<file path="config.mk">
export PLATFORM = sky130hd
export DESIGN_NAME = cpu_core_regs
export DESIGN_NICKNAME = d
export VERILOG_FILES = /design/src/common/cpu_core_pkg.sv /design/src/common/fetch_if.sv /design/src/core/insn_prefetch.sv /design/src/core/cpu_core_regs.sv
export SDC_FILE = /design/constraint.sdc
export NUM_CORES = 2
export LEC_CHECK = 0
export BUFFER_PORTS_ARGS = -buffer_cell sky130_fd_sc_hd__buf_2
export CAP_MARGIN = 10
export CORE_MARGIN = 4
export CORE_UTILIZATION = 63
export CTS_BUF_LIST = sky130_fd_sc_hd__clkbuf_8
export DETAILED_ROUTE_END_ITERATION = 6
export GPL_TIMING_DRIVEN = 0
export HOLD_SLACK_MARGIN = 0.15
export PLACE_DENSITY = 0.81
export SETUP_SLACK_MARGIN = 0.15
export SLEW_MARGIN = 20
export SYNTH_ARGS = -nofsm -noshare
export SYNTH_HDL_FRONTEND = slang
export SYNTH_SLANG_ARGS = --single-unit
</file>
<file path="constraint.sdc">
create_clock -name clk -period 12.6 [get_ports clk]
set_clock_uncertainty 0.05 [all_clocks]
set_input_delay 0 -clock clk [delete_from_list [all_inputs] [get_ports clk]]
set_output_delay 0 -clock clk [all_outputs]
set_load 0.005 [all_outputs]
</file>
<file path="src/common/cpu_core_pkg.sv">
// Constants, encodings and layouts for the CPU working-register core
package cpu_core_pkg;
  // Register file geometry
  localparam int NUM_REGS = 32;
  localparam int REG_AW = 5;
  // Pointer pair base indices (low byte index, high byte is +1)
  localparam logic [4:0] PTR_X_LO = 5'h1a;
  localparam logic [4:0] PTR_Y_LO = 5'h1c;
  localparam logic [4:0] PTR_Z_LO = 5'h1e;
  // Data space map
  localparam logic [15:0] DS_IO_BASE = 16'h0020;
  localparam logic [15:0] DS_IO_LAST = 16'h005f;
  localparam logic [15:0] DS_EXT_LAST = 16'h00ff;
  // I/O addresses of the flag and stack registers (own choice)
  localparam logic [5:0] IO_STACK_LOW = 6'h3d;
  localparam logic [5:0] IO_STACK_HIGH = 6'h3e;
  localparam logic [5:0] IO_FLAGS = 6'h3f;
  // Flag bit positions
  localparam int FLAG_I = 7;
  localparam int FLAG_T = 6;
  localparam int FLAG_H = 5;
  localparam int FLAG_S = 4;
  localparam int FLAG_V = 3;
  localparam int FLAG_N = 2;
  localparam int FLAG_Z = 1;
  localparam int FLAG_C = 0;
  // Reset values
  localparam logic [7:0] FLAGS_RESET = 8'h00;
  localparam logic [7:0] SP_HIGH_RESET = 8'h20;
  localparam logic [7:0] SP_LOW_RESET = 8'hff;
  // Stack step sizes
  localparam logic [15:0] SP_STEP_BYTE = 16'h0001;
  localparam logic [15:0] SP_STEP_RET = 16'h0003;
  // Stack operations
  typedef enum logic [2:0] {
    SP_NONE, SP_PUSH, SP_POP, SP_CALL, SP_RET
  } sp_op_t;
  // Pointer update modes
  typedef enum logic [1:0] {
    PTR_DISP, PTR_POSTINC, PTR_PREDEC
  } ptr_mode_t;
  // Write-back schemes
  typedef enum logic [1:0] {
    WB_NONE, WB_BYTE, WB_WORD
  } wb_kind_t;
  // Data space region
  typedef enum logic [1:0] {
    REGION_REGS, REGION_IO, REGION_EXT, REGION_SRAM
  } region_t;
endpackage : cpu_core_pkg

</file>
<file path="src/common/fetch_if.sv">
// Interface between the core and its instruction prefetch stage
`timescale 1ns/1ps
`default_nettype none
interface fetch_if;
  logic [15:0] pc;
  logic [15:0] word;
  logic valid;
  logic advance;
  logic [15:0] jump_pc;
  logic jump;
  modport core (input word, valid, pc, output advance, jump, jump_pc);
  modport fetch (output word, valid, pc, input advance, jump, jump_pc);
endinterface : fetch_if
`default_nettype wire

</file>
<file path="src/core/insn_prefetch.sv">
// Single-level instruction prefetch stage
`timescale 1ns/1ps
`default_nettype none
module insn_prefetch (
  // Clock and reset
  input wire logic clk,
  input wire logic rst_n,
  // Program memory
  output logic [15:0] pm_addr,
  input wire logic [15:0] pm_data,
  // Core side
  fetch_if.fetch fi
);
  logic [15:0] fetch_pc, next_fetch_pc; // Address being fetched
  logic [15:0] held_word, next_held_word; // Prefetched word
  logic [15:0] held_pc, next_held_pc; // Address of prefetched word
  logic held_valid, next_held_valid; // Prefetch register full

  // Fetch the next word while the core executes the held one
  always_comb begin
    next_fetch_pc = fetch_pc;
    next_held_word = held_word;
    next_held_pc = held_pc;
    next_held_valid = held_valid;
    if (fi.jump) begin
      // Redirect drops the stale prefetch
      next_fetch_pc = fi.jump_pc;
      next_held_valid = 1'b0;
    end else if (fi.advance || !held_valid) begin
      next_held_word = pm_data;
      next_held_pc = fetch_pc;
      next_held_valid = 1'b1;
      next_fetch_pc = fetch_pc + 16'h0001;
    end
  end

  // State registers
  always_ff @(posedge clk or negedge rst_n) begin
    if (!rst_n) begin
      fetch_pc <= 16'h0000;
      held_word <= 16'h0000;
      held_pc <= 16'h0000;
      held_valid <= 1'b0;
    end else begin
      fetch_pc <= next_fetch_pc;
      held_word <= next_held_word;
      held_pc <= next_held_pc;
      held_valid <= next_held_valid;
    end
  end

  assign pm_addr = fetch_pc;
  assign fi.word = held_word;
  assign fi.pc = held_pc;
  assign fi.valid = held_valid;
endmodule : insn_prefetch
`default_nettype wire

</file>
<file path="src/core/cpu_core_regs.sv">
// Working registers, flags, pointers and stack pointer of the CPU core
`timescale 1ns/1ps
`default_nettype none
module cpu_core_regs import cpu_core_pkg::*; #(
  parameter logic [15:0] SRAM_LAST = {SP_HIGH_RESET, SP_LOW_RESET}
) (
  // Clock and reset
  input wire logic clk,
  input wire logic arst_n,
  // Program memory
  output logic [15:0] pm_addr,
  input wire logic [15:0] pm_data,
  output logic [15:0] insn_word,
  output logic [15:0] insn_pc,
  output logic insn_valid,
  input wire logic insn_advance,
  input wire logic jump,
  input wire logic [15:0] jump_pc,
  // Operand read ports
  input wire logic [4:0] rd_addr_a,
  input wire logic [4:0] rd_addr_b,
  output logic [7:0] rd_data_a,
  output logic [7:0] rd_data_b,
  output logic [15:0] rd_word_a,
  // Result write-back
  input wire wb_kind_t wb_kind,
  input wire logic [4:0] wb_addr,
  input wire logic [15:0] wb_data,
  // ALU flag update
  input wire logic alu_flags_we,
  input wire logic [7:0] alu_flags_mask,
  input wire logic alu_h,
  input wire logic alu_v,
  input wire logic alu_n,
  input wire logic alu_z,
  input wire logic alu_c,
  // Bit copy
  input wire logic bit_store_op,
  input wire logic bit_load_op,
  input wire logic [2:0] bit_sel,
  // Interrupt enable control
  input wire logic irq_enter,
  input wire logic irq_return_op,
  input wire logic ie_set_op,
  input wire logic ie_clear_op,
  input wire logic irq_request,
  output logic irq_allowed,
  // Pointer access
  input wire logic ptr_use,
  input wire logic [1:0] ptr_sel,
  input wire ptr_mode_t ptr_mode,
  input wire logic [5:0] ptr_disp,
  output logic [15:0] ptr_ea,
  // Data space access
  input wire logic ds_req,
  input wire logic ds_we,
  input wire logic ds_direct_io,
  input wire logic [15:0] ds_addr,
  input wire logic [7:0] ds_wdata,
  output logic [7:0] ds_rdata,
  output logic ds_refused,
  // External I/O and SRAM
  output logic io_req,
  output logic io_we,
  output logic [7:0] io_addr,
  output logic [7:0] io_wdata,
  input wire logic [7:0] io_rdata,
  output logic sram_req,
  output logic [15:0] sram_addr,
  // Stack
  input wire sp_op_t sp_op,
  output logic [15:0] stack_pointer,
  output logic [7:0] cpu_flags
);
  logic rst_meta, rst_n; // Reset release synchroniser
  logic [7:0] regs [NUM_REGS]; // Working registers
  logic [7:0] next_regs [NUM_REGS];
  logic [7:0] next_cpu_flags;
  logic [7:0] stack_pointer_high, next_stack_pointer_high;
  logic [7:0] stack_pointer_low, next_stack_pointer_low;
  logic [15:0] ptr_val; // Selected pointer value
  logic [15:0] ptr_new; // Pointer after update
  logic [4:0] ptr_lo; // Index of selected pointer low byte
  region_t region; // Decoded data space region
  logic [5:0] io_idx; // I/O index of the access
  logic local_io; // Access hits flags or stack pointer
  fetch_if fi();

  // Reset release through two flops, assertion stays asynchronous
  always_ff @(posedge clk or negedge arst_n) begin
    if (!arst_n) begin
      rst_meta <= 1'b0;
      rst_n <= 1'b0;
    end else begin
      rst_meta <= 1'b1;
      rst_n <= rst_meta;
    end
  end

  insn_prefetch u_fetch (
    .clk(clk),
    .rst_n(rst_n),
    .pm_addr(pm_addr),
    .pm_data(pm_data),
    .fi(fi)
  );
  assign fi.advance = insn_advance;
  assign fi.jump = jump;
  assign fi.jump_pc = jump_pc;
  assign insn_word = fi.word;
  assign insn_pc = fi.pc;
  assign insn_valid = fi.valid;

  // Classify a data space address
  function automatic region_t region_of(input logic [15:0] a);
    if (a < DS_IO_BASE) region_of = REGION_REGS;
    else if (a <= DS_IO_LAST) region_of = REGION_IO;
    else if (a <= DS_EXT_LAST) region_of = REGION_EXT;
    else region_of = REGION_SRAM;
  endfunction : region_of

  always_comb begin
    case (ptr_sel)
      2'd0: ptr_lo = PTR_X_LO;
      2'd1: ptr_lo = PTR_Y_LO;
      default: ptr_lo = PTR_Z_LO;
    endcase
    ptr_val = {regs[ptr_lo + 5'd1], regs[ptr_lo]};
  end

  always_comb begin
    ptr_new = ptr_val;
    ptr_ea = ptr_val;
    case (ptr_mode)
      PTR_DISP: ptr_ea = ptr_val + {10'h000, ptr_disp};
      PTR_POSTINC: ptr_new = ptr_val + 16'h0001;
      PTR_PREDEC: begin
        ptr_new = ptr_val - 16'h0001;
        ptr_ea = ptr_new;
      end
      default: ptr_ea = ptr_val;
    endcase
  end

  // direct I/O index or data address map onto the I/O space
  always_comb begin
    region = ds_direct_io ? REGION_IO : region_of(ds_addr);
    io_idx = ds_direct_io ? ds_addr[5:0]
                          : 6'(ds_addr - DS_IO_BASE);
    // short I/O form cannot reach past the 64 addresses
    ds_refused = ds_req && ds_direct_io && (ds_addr > 16'h003f);
    // A refused access must not reach the local registers either
    local_io = !ds_refused && (region == REGION_IO) &&
               (io_idx == IO_FLAGS || io_idx == IO_STACK_LOW ||
                io_idx == IO_STACK_HIGH);
  end

  // Read ports are combinational for single-cycle access
  always_comb begin
    // two operands out in the same cycle
    rd_data_a = regs[rd_addr_a];
    rd_data_b = regs[rd_addr_b];
    // 16-bit operand from an even pair
    rd_word_a = {regs[{rd_addr_a[4:1], 1'b1}],
                 regs[{rd_addr_a[4:1], 1'b0}]};
    ds_rdata = 8'h00;
    case (region)
      // registers in the first 32 addresses
      REGION_REGS: ds_rdata = regs[ds_addr[4:0]];
      REGION_IO: begin
        if (io_idx == IO_FLAGS) ds_rdata = cpu_flags;
        else if (io_idx == IO_STACK_LOW) ds_rdata = stack_pointer_low;
        else if (io_idx == IO_STACK_HIGH)
          ds_rdata = stack_pointer_high;
        else ds_rdata = io_rdata;
      end
      REGION_EXT: ds_rdata = io_rdata;
      default: ds_rdata = 8'h00;
    endcase
  end

  // External I/O strobes; local registers are not forwarded
  always_comb begin
    io_req = ds_req && !ds_refused && !local_io &&
             (region == REGION_IO || region == REGION_EXT);
    io_we = io_req && ds_we;
    io_addr = (region == REGION_IO) ? {2'b00, io_idx} + 8'h20
                                   : ds_addr[7:0];
    io_wdata = ds_wdata;
    sram_req = ds_req && !ds_refused && (region == REGION_SRAM);
    sram_addr = ds_addr;
  end

  // Register file next state
  always_comb begin
    for (int i = 0; i < NUM_REGS; i++) begin
      next_regs[i] = regs[i];
    end
    if (wb_kind == WB_BYTE) begin
      next_regs[wb_addr] = wb_data[7:0];
    end else if (wb_kind == WB_WORD) begin
      // 16-bit result to an even pair
      next_regs[{wb_addr[4:1], 1'b0}] = wb_data[7:0];
      next_regs[{wb_addr[4:1], 1'b1}] = wb_data[15:8];
    end
    // bit load from the copy flag
    if (bit_load_op) begin
      next_regs[wb_addr][bit_sel] = cpu_flags[FLAG_T];
    end
    // Pointer update lands after any result write
    if (ptr_use && ptr_mode != PTR_DISP) begin
      next_regs[ptr_lo] = ptr_new[7:0];
      next_regs[ptr_lo + 5'd1] = ptr_new[15:8];
    end
    // data space store to a register
    if (ds_req && ds_we && !ds_refused && region == REGION_REGS) begin
      next_regs[ds_addr[4:0]] = ds_wdata;
    end
  end

  // Register file storage
  always_ff @(posedge clk or negedge rst_n) begin
    if (!rst_n) begin
      for (int i = 0; i < NUM_REGS; i++) begin
        regs[i] <= 8'h00;
      end
    end else begin
      for (int i = 0; i < NUM_REGS; i++) begin
        regs[i] <= next_regs[i];
      end
    end
  end

  // Flags next state
  // interrupt entry and return never touch the other flags
  always_comb begin
    next_cpu_flags = cpu_flags;
    // Software write first, hardware events take priority after it
    if (ds_req && ds_we && local_io && io_idx == IO_FLAGS) begin
      next_cpu_flags = ds_wdata;
    end
    // masked update from the ALU result
    if (alu_flags_we) begin
      if (alu_flags_mask[FLAG_H]) next_cpu_flags[FLAG_H] = alu_h;
      if (alu_flags_mask[FLAG_V]) next_cpu_flags[FLAG_V] = alu_v;
      if (alu_flags_mask[FLAG_N]) next_cpu_flags[FLAG_N] = alu_n;
      if (alu_flags_mask[FLAG_Z]) next_cpu_flags[FLAG_Z] = alu_z;
      if (alu_flags_mask[FLAG_C]) next_cpu_flags[FLAG_C] = alu_c;
      if (alu_flags_mask[FLAG_S])
        next_cpu_flags[FLAG_S] = next_cpu_flags[FLAG_N] ^
                                 next_cpu_flags[FLAG_V];
    end
    // bit store into the copy flag
    if (bit_store_op) begin
      next_cpu_flags[FLAG_T] = regs[rd_addr_a][bit_sel];
    end
    // enable set on return or set op, cleared on entry
    if (ie_set_op || irq_return_op) next_cpu_flags[FLAG_I] = 1'b1;
    if (ie_clear_op || irq_enter) next_cpu_flags[FLAG_I] = 1'b0;
  end

  // no interrupt while enable clear; clear op acts at once
  assign irq_allowed = irq_request && cpu_flags[FLAG_I] && !ie_clear_op;

  // Stack pointer next state
  // reset loads SRAM_LAST, already above 0x0100
  always_comb begin
    logic [15:0] sp;
    sp = {stack_pointer_high, stack_pointer_low};
    if (ds_req && ds_we && local_io && io_idx == IO_STACK_LOW)
      sp[7:0] = ds_wdata;
    if (ds_req && ds_we && local_io && io_idx == IO_STACK_HIGH)
      sp[15:8] = ds_wdata;
    case (sp_op)
      // one byte per push or pop
      SP_PUSH: sp = sp - SP_STEP_BYTE;
      SP_POP: sp = sp + SP_STEP_BYTE;
      SP_CALL: sp = sp - SP_STEP_RET;
      SP_RET: sp = sp + SP_STEP_RET;
      default: sp = sp;
    endcase
    next_stack_pointer_high = sp[15:8];
    next_stack_pointer_low = sp[7:0];
  end

  // Flags and stack pointer storage
  always_ff @(posedge clk or negedge rst_n) begin
    if (!rst_n) begin
      cpu_flags <= FLAGS_RESET;
      stack_pointer_high <= SRAM_LAST[15:8];
      stack_pointer_low <= SRAM_LAST[7:0];
    end else begin
      cpu_flags <= next_cpu_flags;
      stack_pointer_high <= next_stack_pointer_high;
      stack_pointer_low <= next_stack_pointer_low;
    end
  end

  assign stack_pointer = {stack_pointer_high, stack_pointer_low};
endmodule : cpu_core_regs
`default_nettype wire

</file>
==> results of run 1 <==
synthesized netlist by cell type, drive strengths merged, types with 3 or more instances:
| master | number | area share |
|---|---|---|
| nand2 | 398 | 0.048 |
| nor2 | 337 | 0.040 |
| dfrtp | 322 | 0.26 |
| mux4 | 306 | 0.22 |
| clkbuf | 250 | 0.030 |
| a21oi | 242 | 0.039 |
| o21ai | 217 | 0.035 |
| mux2i | 182 | 0.059 |
| a31oi | 112 | 0.022 |
| buf | 109 | 0.019 |
| mux2 | 88 | 0.032 |
| nand3 | 83 | 0.014 |
| o311ai | 80 | 0.022 |
| o22ai | 55 | 0.011 |
| o221ai | 54 | 0.015 |
| o22a | 50 | 0.014 |
| a222oi | 46 | 0.015 |
| a211oi | 37 | 0.0090 |
| inv | 32 | 0.0038 |
| ha | 30 | 0.012 |
| nor3 | 28 | 0.0051 |
| xnor2 | 28 | 0.0078 |
| xor2 | 27 | 0.0075 |
| nand2b | 21 | 0.0042 |
| a21o | 17 | 0.0041 |
| o21a | 16 | 0.0038 |
| o311a | 16 | 0.0051 |
| nor2b | 15 | 0.0030 |
| o211ai | 13 | 0.0031 |
| or2 | 12 | 0.0024 |
| and3 | 11 | 0.0022 |
| nand4 | 10 | 0.0020 |
| nor4 | 10 | 0.0032 |
| a32oi | 9 | 0.0025 |
| and2 | 9 | 0.0018 |
| dfstp | 9 | 0.0075 |
| a221o | 8 | 0.0026 |
| a22oi | 7 | 0.0017 |
| and4 | 6 | 0.0017 |
| or3 | 6 | 0.0012 |
| a221oi | 4 | 0.0011 |
| o31ai | 4 | 0.00096 |
| nor3b | 3 | 0.0010 |
| o2111ai | 3 | 0.00084 |
| o32a | 3 | 0.00096 |
kinds of logic after synthesis:
| logic type | Yosys count | share of synthesized area |
|---|---|---|
| other | 1 | 0.0001195 |
| multiplexers | 576 | 0.3099 |
| flip-flops | 331 | 0.2643 |
| buffers and inverters | 392 | 0.05304 |
| adder cells (fa/ha/maj) | 32 | 0.01324 |
| XOR/XNOR | 55 | 0.01535 |
| AO/OA/AOI/OAI | 1007 | 0.2130 |
| AND/OR/NAND/NOR | 954 | 0.1310 |
routing by layer:
| layer | overflow | GRT usage |
|---|---|---|
| met1 | 0 | 0.7564 |
| met2 | 10 | 0.8997 |
| met3 | 3 | 0.6566 |
| met4 | 12 | 0.7072 |
| met5 | 2 | 0.4485 |
stage by stage:
step                        util  setup slack [ps]
after floorplan                -              2658
after global placement    0.6850             -1267
after detailed placement  0.6901              8139
after CTS                 0.7546              7665
what timing repair did:
item | CTS
hold buffers | 185
buffers inserted | 0
hold endpoints to repair | 238
==> out/qor.txt, run 1 <==
Syn. warnings = 0
Rows = 81
Final GP Congestion = 1.491
Num CTS Buffers = 66
Ports = 308
Clock buffer depth = 3
Status = aborted with a tool error
Total GRT Usage = 0.7601
Sequential fraction of the synthesis area = 0.2643
Placed Cells = 4298
Netlist cell types = 77
Post-synth top flop = dfrtp_1
H-tree depth reported by CTS = 3
Initial Util = 0.6397
Root Buffer = clkbuf_8
Failing step = global routing (5_1_grt)
Mapped Cells = 3348
Asr flop ratio synth = 1.000
Vias in the first global route = 42050
Yosys reg bits = 331
Die height = 231.2 um
Post-synth EDFFs = 0
Error msg = [ERROR GRT-0116] Global routing finished with congestion. Check the congestion regions in the DRC Viewer.
Post-Syn Nets = 3522
Post-CTS Resized = 0
DP Area = 33850 um^2
Mapped cell area = 31380 um^2
HPWL Detailed = 134.0 mm
First-pass GRT wire length = 295.3 mm
GRT overflow = 27
Largest net degree at the start of global routing = 58
Syn avg cell area = 9.372 um^2
Port bufs = 278
Die W = 231.2 um
Sink Count = 331
==> run 2: changes to the inputs <==
- CORE_UTILIZATION: 63 -> 40
- CTS_BUF_LIST: sky130_fd_sc_hd__clkbuf_8 -> default
- HOLD_SLACK_MARGIN: 0.15 -> default
- PLACE_DENSITY: 0.81 -> default
- PLACE_DENSITY_LB_ADDON: default -> 0.15
- SETUP_SLACK_MARGIN: 0.15 -> default
==> out/qor.txt, run 2 <==
CP Max Fanout = 11
TritonCTS clock tree = built
Fraction of layout cells with a size suffix above 1 = 0.2444
Worst-path clk slew = 70 ps
Final-report setup violation count = 0
HPWL Detailed = 158.3 mm (was 134.0 mm)
Commonest non-fill, non-tap cell in the layout = nand2_1
Largest net degree at the start of global routing = 51
H-tree depth reported by CTS = 2 (was 3)
Slew @ Worst Pin = 1320 ps
Nets = 3958
Post-synth EDFFs = 0 (unchanged)
Sink Count = 331 (unchanged)
Synth top cells by count = nand2_1 (398), nor2_1 (337), dfrtp_1 (322) (unchanged)
Core Region = 77590 um^2
Antenna-violating nets left = 0
Fin util = 0.4756
Area delta synth->final = 17.61%
Fmax = 213.1 MHz
Routed len/inst = 43.40 um
Leakage = 14.66 nW
Die W = 288.1 um (was 231.2 um)
Fin crit share = 0.3724
Setup TNS = 0 ps
Maximum capacitance violations = 0
Slew Limit Fails = 0
Most frequent cells in the layout = nand2_1 (398), nor2_1 (331), dfrtp_1 (321)
Req. time, crit path = 12550 ps
Slew headroom = 0.1201
Final GP Congestion = 1.088 (was 1.491)
Critical path type = in -> out
Total GRT Usage = 0.4946
Yosys top cell area share = 0.2568 (unchanged)
Mapped Cells = 3348 (unchanged)
Syn avg cell area = 9.372 um^2 (unchanged)
Largest Register = regs
1st-iter DRT viols = 6492
Post-Syn Nets = 3522 (unchanged)
Initial Util = 0.4044 (was 0.6397)
Reg2reg start = cpu_flags[6]
Setup crit start kind = primary input
Critical Path Source = ds_addr[1]
Min-delay src = wb_data[13]
HP Class = in -> reg
First-pass GRT wire length = 281.8 mm
Post-CTS Resized = 0 (unchanged)
Worst Hold Slack = 42.89 ps
Vias = 36120
Asr flop ratio synth = 1.000 (unchanged)
Period minus WS final = 4692 ps
Most frequent cell after synthesis = nand2_1 (unchanged)
Endpoint class of the critical path = primary output
Vias in the first global route = 33000
Max reg flops = 256
RSZ-0062 raised after global routing = false
Root Buffer = clkbuf_16 (was clkbuf_8)
Worst vdd ir = 0.1050 mV
Die height = 288.1 um (was 231.2 um)
Post-synth top flop = dfrtp_1 (unchanged)
Multi-input gate area = 21510 um^2
Power Dens Cells = 173.2 nW/um^2
Port bufs = 278 (unchanged)
Critical Path AT = 4640 ps
Synth area leader = dfrtp_1 (unchanged)
Mapped cell area = 31380 um^2 (unchanged)
Top cells by area, synth = dfrtp_1 (26%), mux4_2 (22%), mux2i_1 (5.7%) (unchanged)
Violated checks = DRC
Fillers = 7624
GRT overflow = 0
Initial antenna violation count = 26
Die area = 82980 um^2
DRC = 21
Via density = 7.422
Register area = 8298 um^2
Hold Fails Final Rpt = 0
Router iterations before antenna repair = 7
Clock buffer depth = 3 (unchanged)
Clock latency on the worst-skew pair = 620 ps
Syn. warnings = 0 (unchanged)
Yosys reg bits = 331 (unchanged)
Ports = 308 (unchanged)
DRT Wirelength = 211.2 mm
Status = finished with violations (was aborted with a tool error)
Num CTS Buffers = 43 (was 66)
Netlist cell types = 77 (unchanged)
Sequential fraction of the synthesis area = 0.2643 (unchanged)
Rows = 102 (was 81)
## run 2: cell counts after synthesis
Identical to the previous run, type by type.
## run 2: layer usage
metal  GRT usage  wire (um)  vias up
met5    0.002976        397        -
met4      0.3400      18630       32
met3      0.2582      35420      905
met2      0.6510      81270     3507
met1      0.6189      75440    17760
li1            -          -    13910
## run 2: cells by family (layout without fill, tap and decap cells)
group | after synthesis | count (layout) | share of synthesized area
AOI/OAI and AO/OA | 1007 | 1007 | 0.2130
xor gates and xnor gates | 55 | 55 | 0.01535
adders and majority gates | 32 | 32 | 0.01324
buffers and inverters | 392 | 857 | 0.05304
DFF | 331 | 331 | 0.2643
muxes | 576 | 576 | 0.3099
other | 1 | 14 | 0.0001195
and+or+nand+nor | 954 | 954 | 0.1310
## run 2: what timing repair did
item,in CTS,in global routing
buffers inserted,0,0
endpoints found under the hold margin,58,0
hold buffers,95,0
## run 2: final cells by class
cell class,instances,share of cell area
multi-input cells,2625,0.5829
well taps,1040,0.03526
diodes,13,0.0008816
inverters,33,0.003357
clock buffers,62,0.03353
repair buffers,391,0.07175
clock inverters,12,0.004170
flip-flops and latches,331,0.2249
plain buffers,359,0.04326
## run 2: through the flow
step,instances,total power [mW],instance area [um^2],setup slack [ps]
after CTS,4852,6.131,36830,8060
after detailed placement,4683,4.812,34490,7910
after global routing,4858,6.470,36880,7872
final,4866,6.391,36900,7908
after global placement,4666,4.813,34070,-2489
after floorplan,3348,3.418,31380,2658
## run 2: final timing paths
| check | end | slack (ps) | cells past startpoint |
|---|---|---|---|
| max in group asynchronous | regs[205] | 11020 | 3 |
| max reg2reg | cpu_flags[6] | 8820 | 6 |
| min reg2reg | stack_pointer_high[0] | 230 | 0 |
| min in group asynchronous | stack_pointer_high[0] | 230 | 0 |
| max | ds_rdata[2] | 7910 | 10 |
| min | regs[53] | 40 | 4 |
## run 2: critical path, cell delays in order
cell and delay, ps:
buf_2 150, buf_1 700, clkbuf_1 680, clkbuf_1 970, mux4_2 380, o21ai_0 240
a211oi_1 820, o21ai_0 310, a21oi_1 200, buf_2 140
## run 2: report_power, final
part | internal, mW | total (mW) | switching [mW]
logic | 1.27 | 2.80 | 1.52
registers | 1.36 | 2.30 | 0.937
clock network | 0.742 | 1.30 | 0.556
Power figures use the tool's default switching activity.
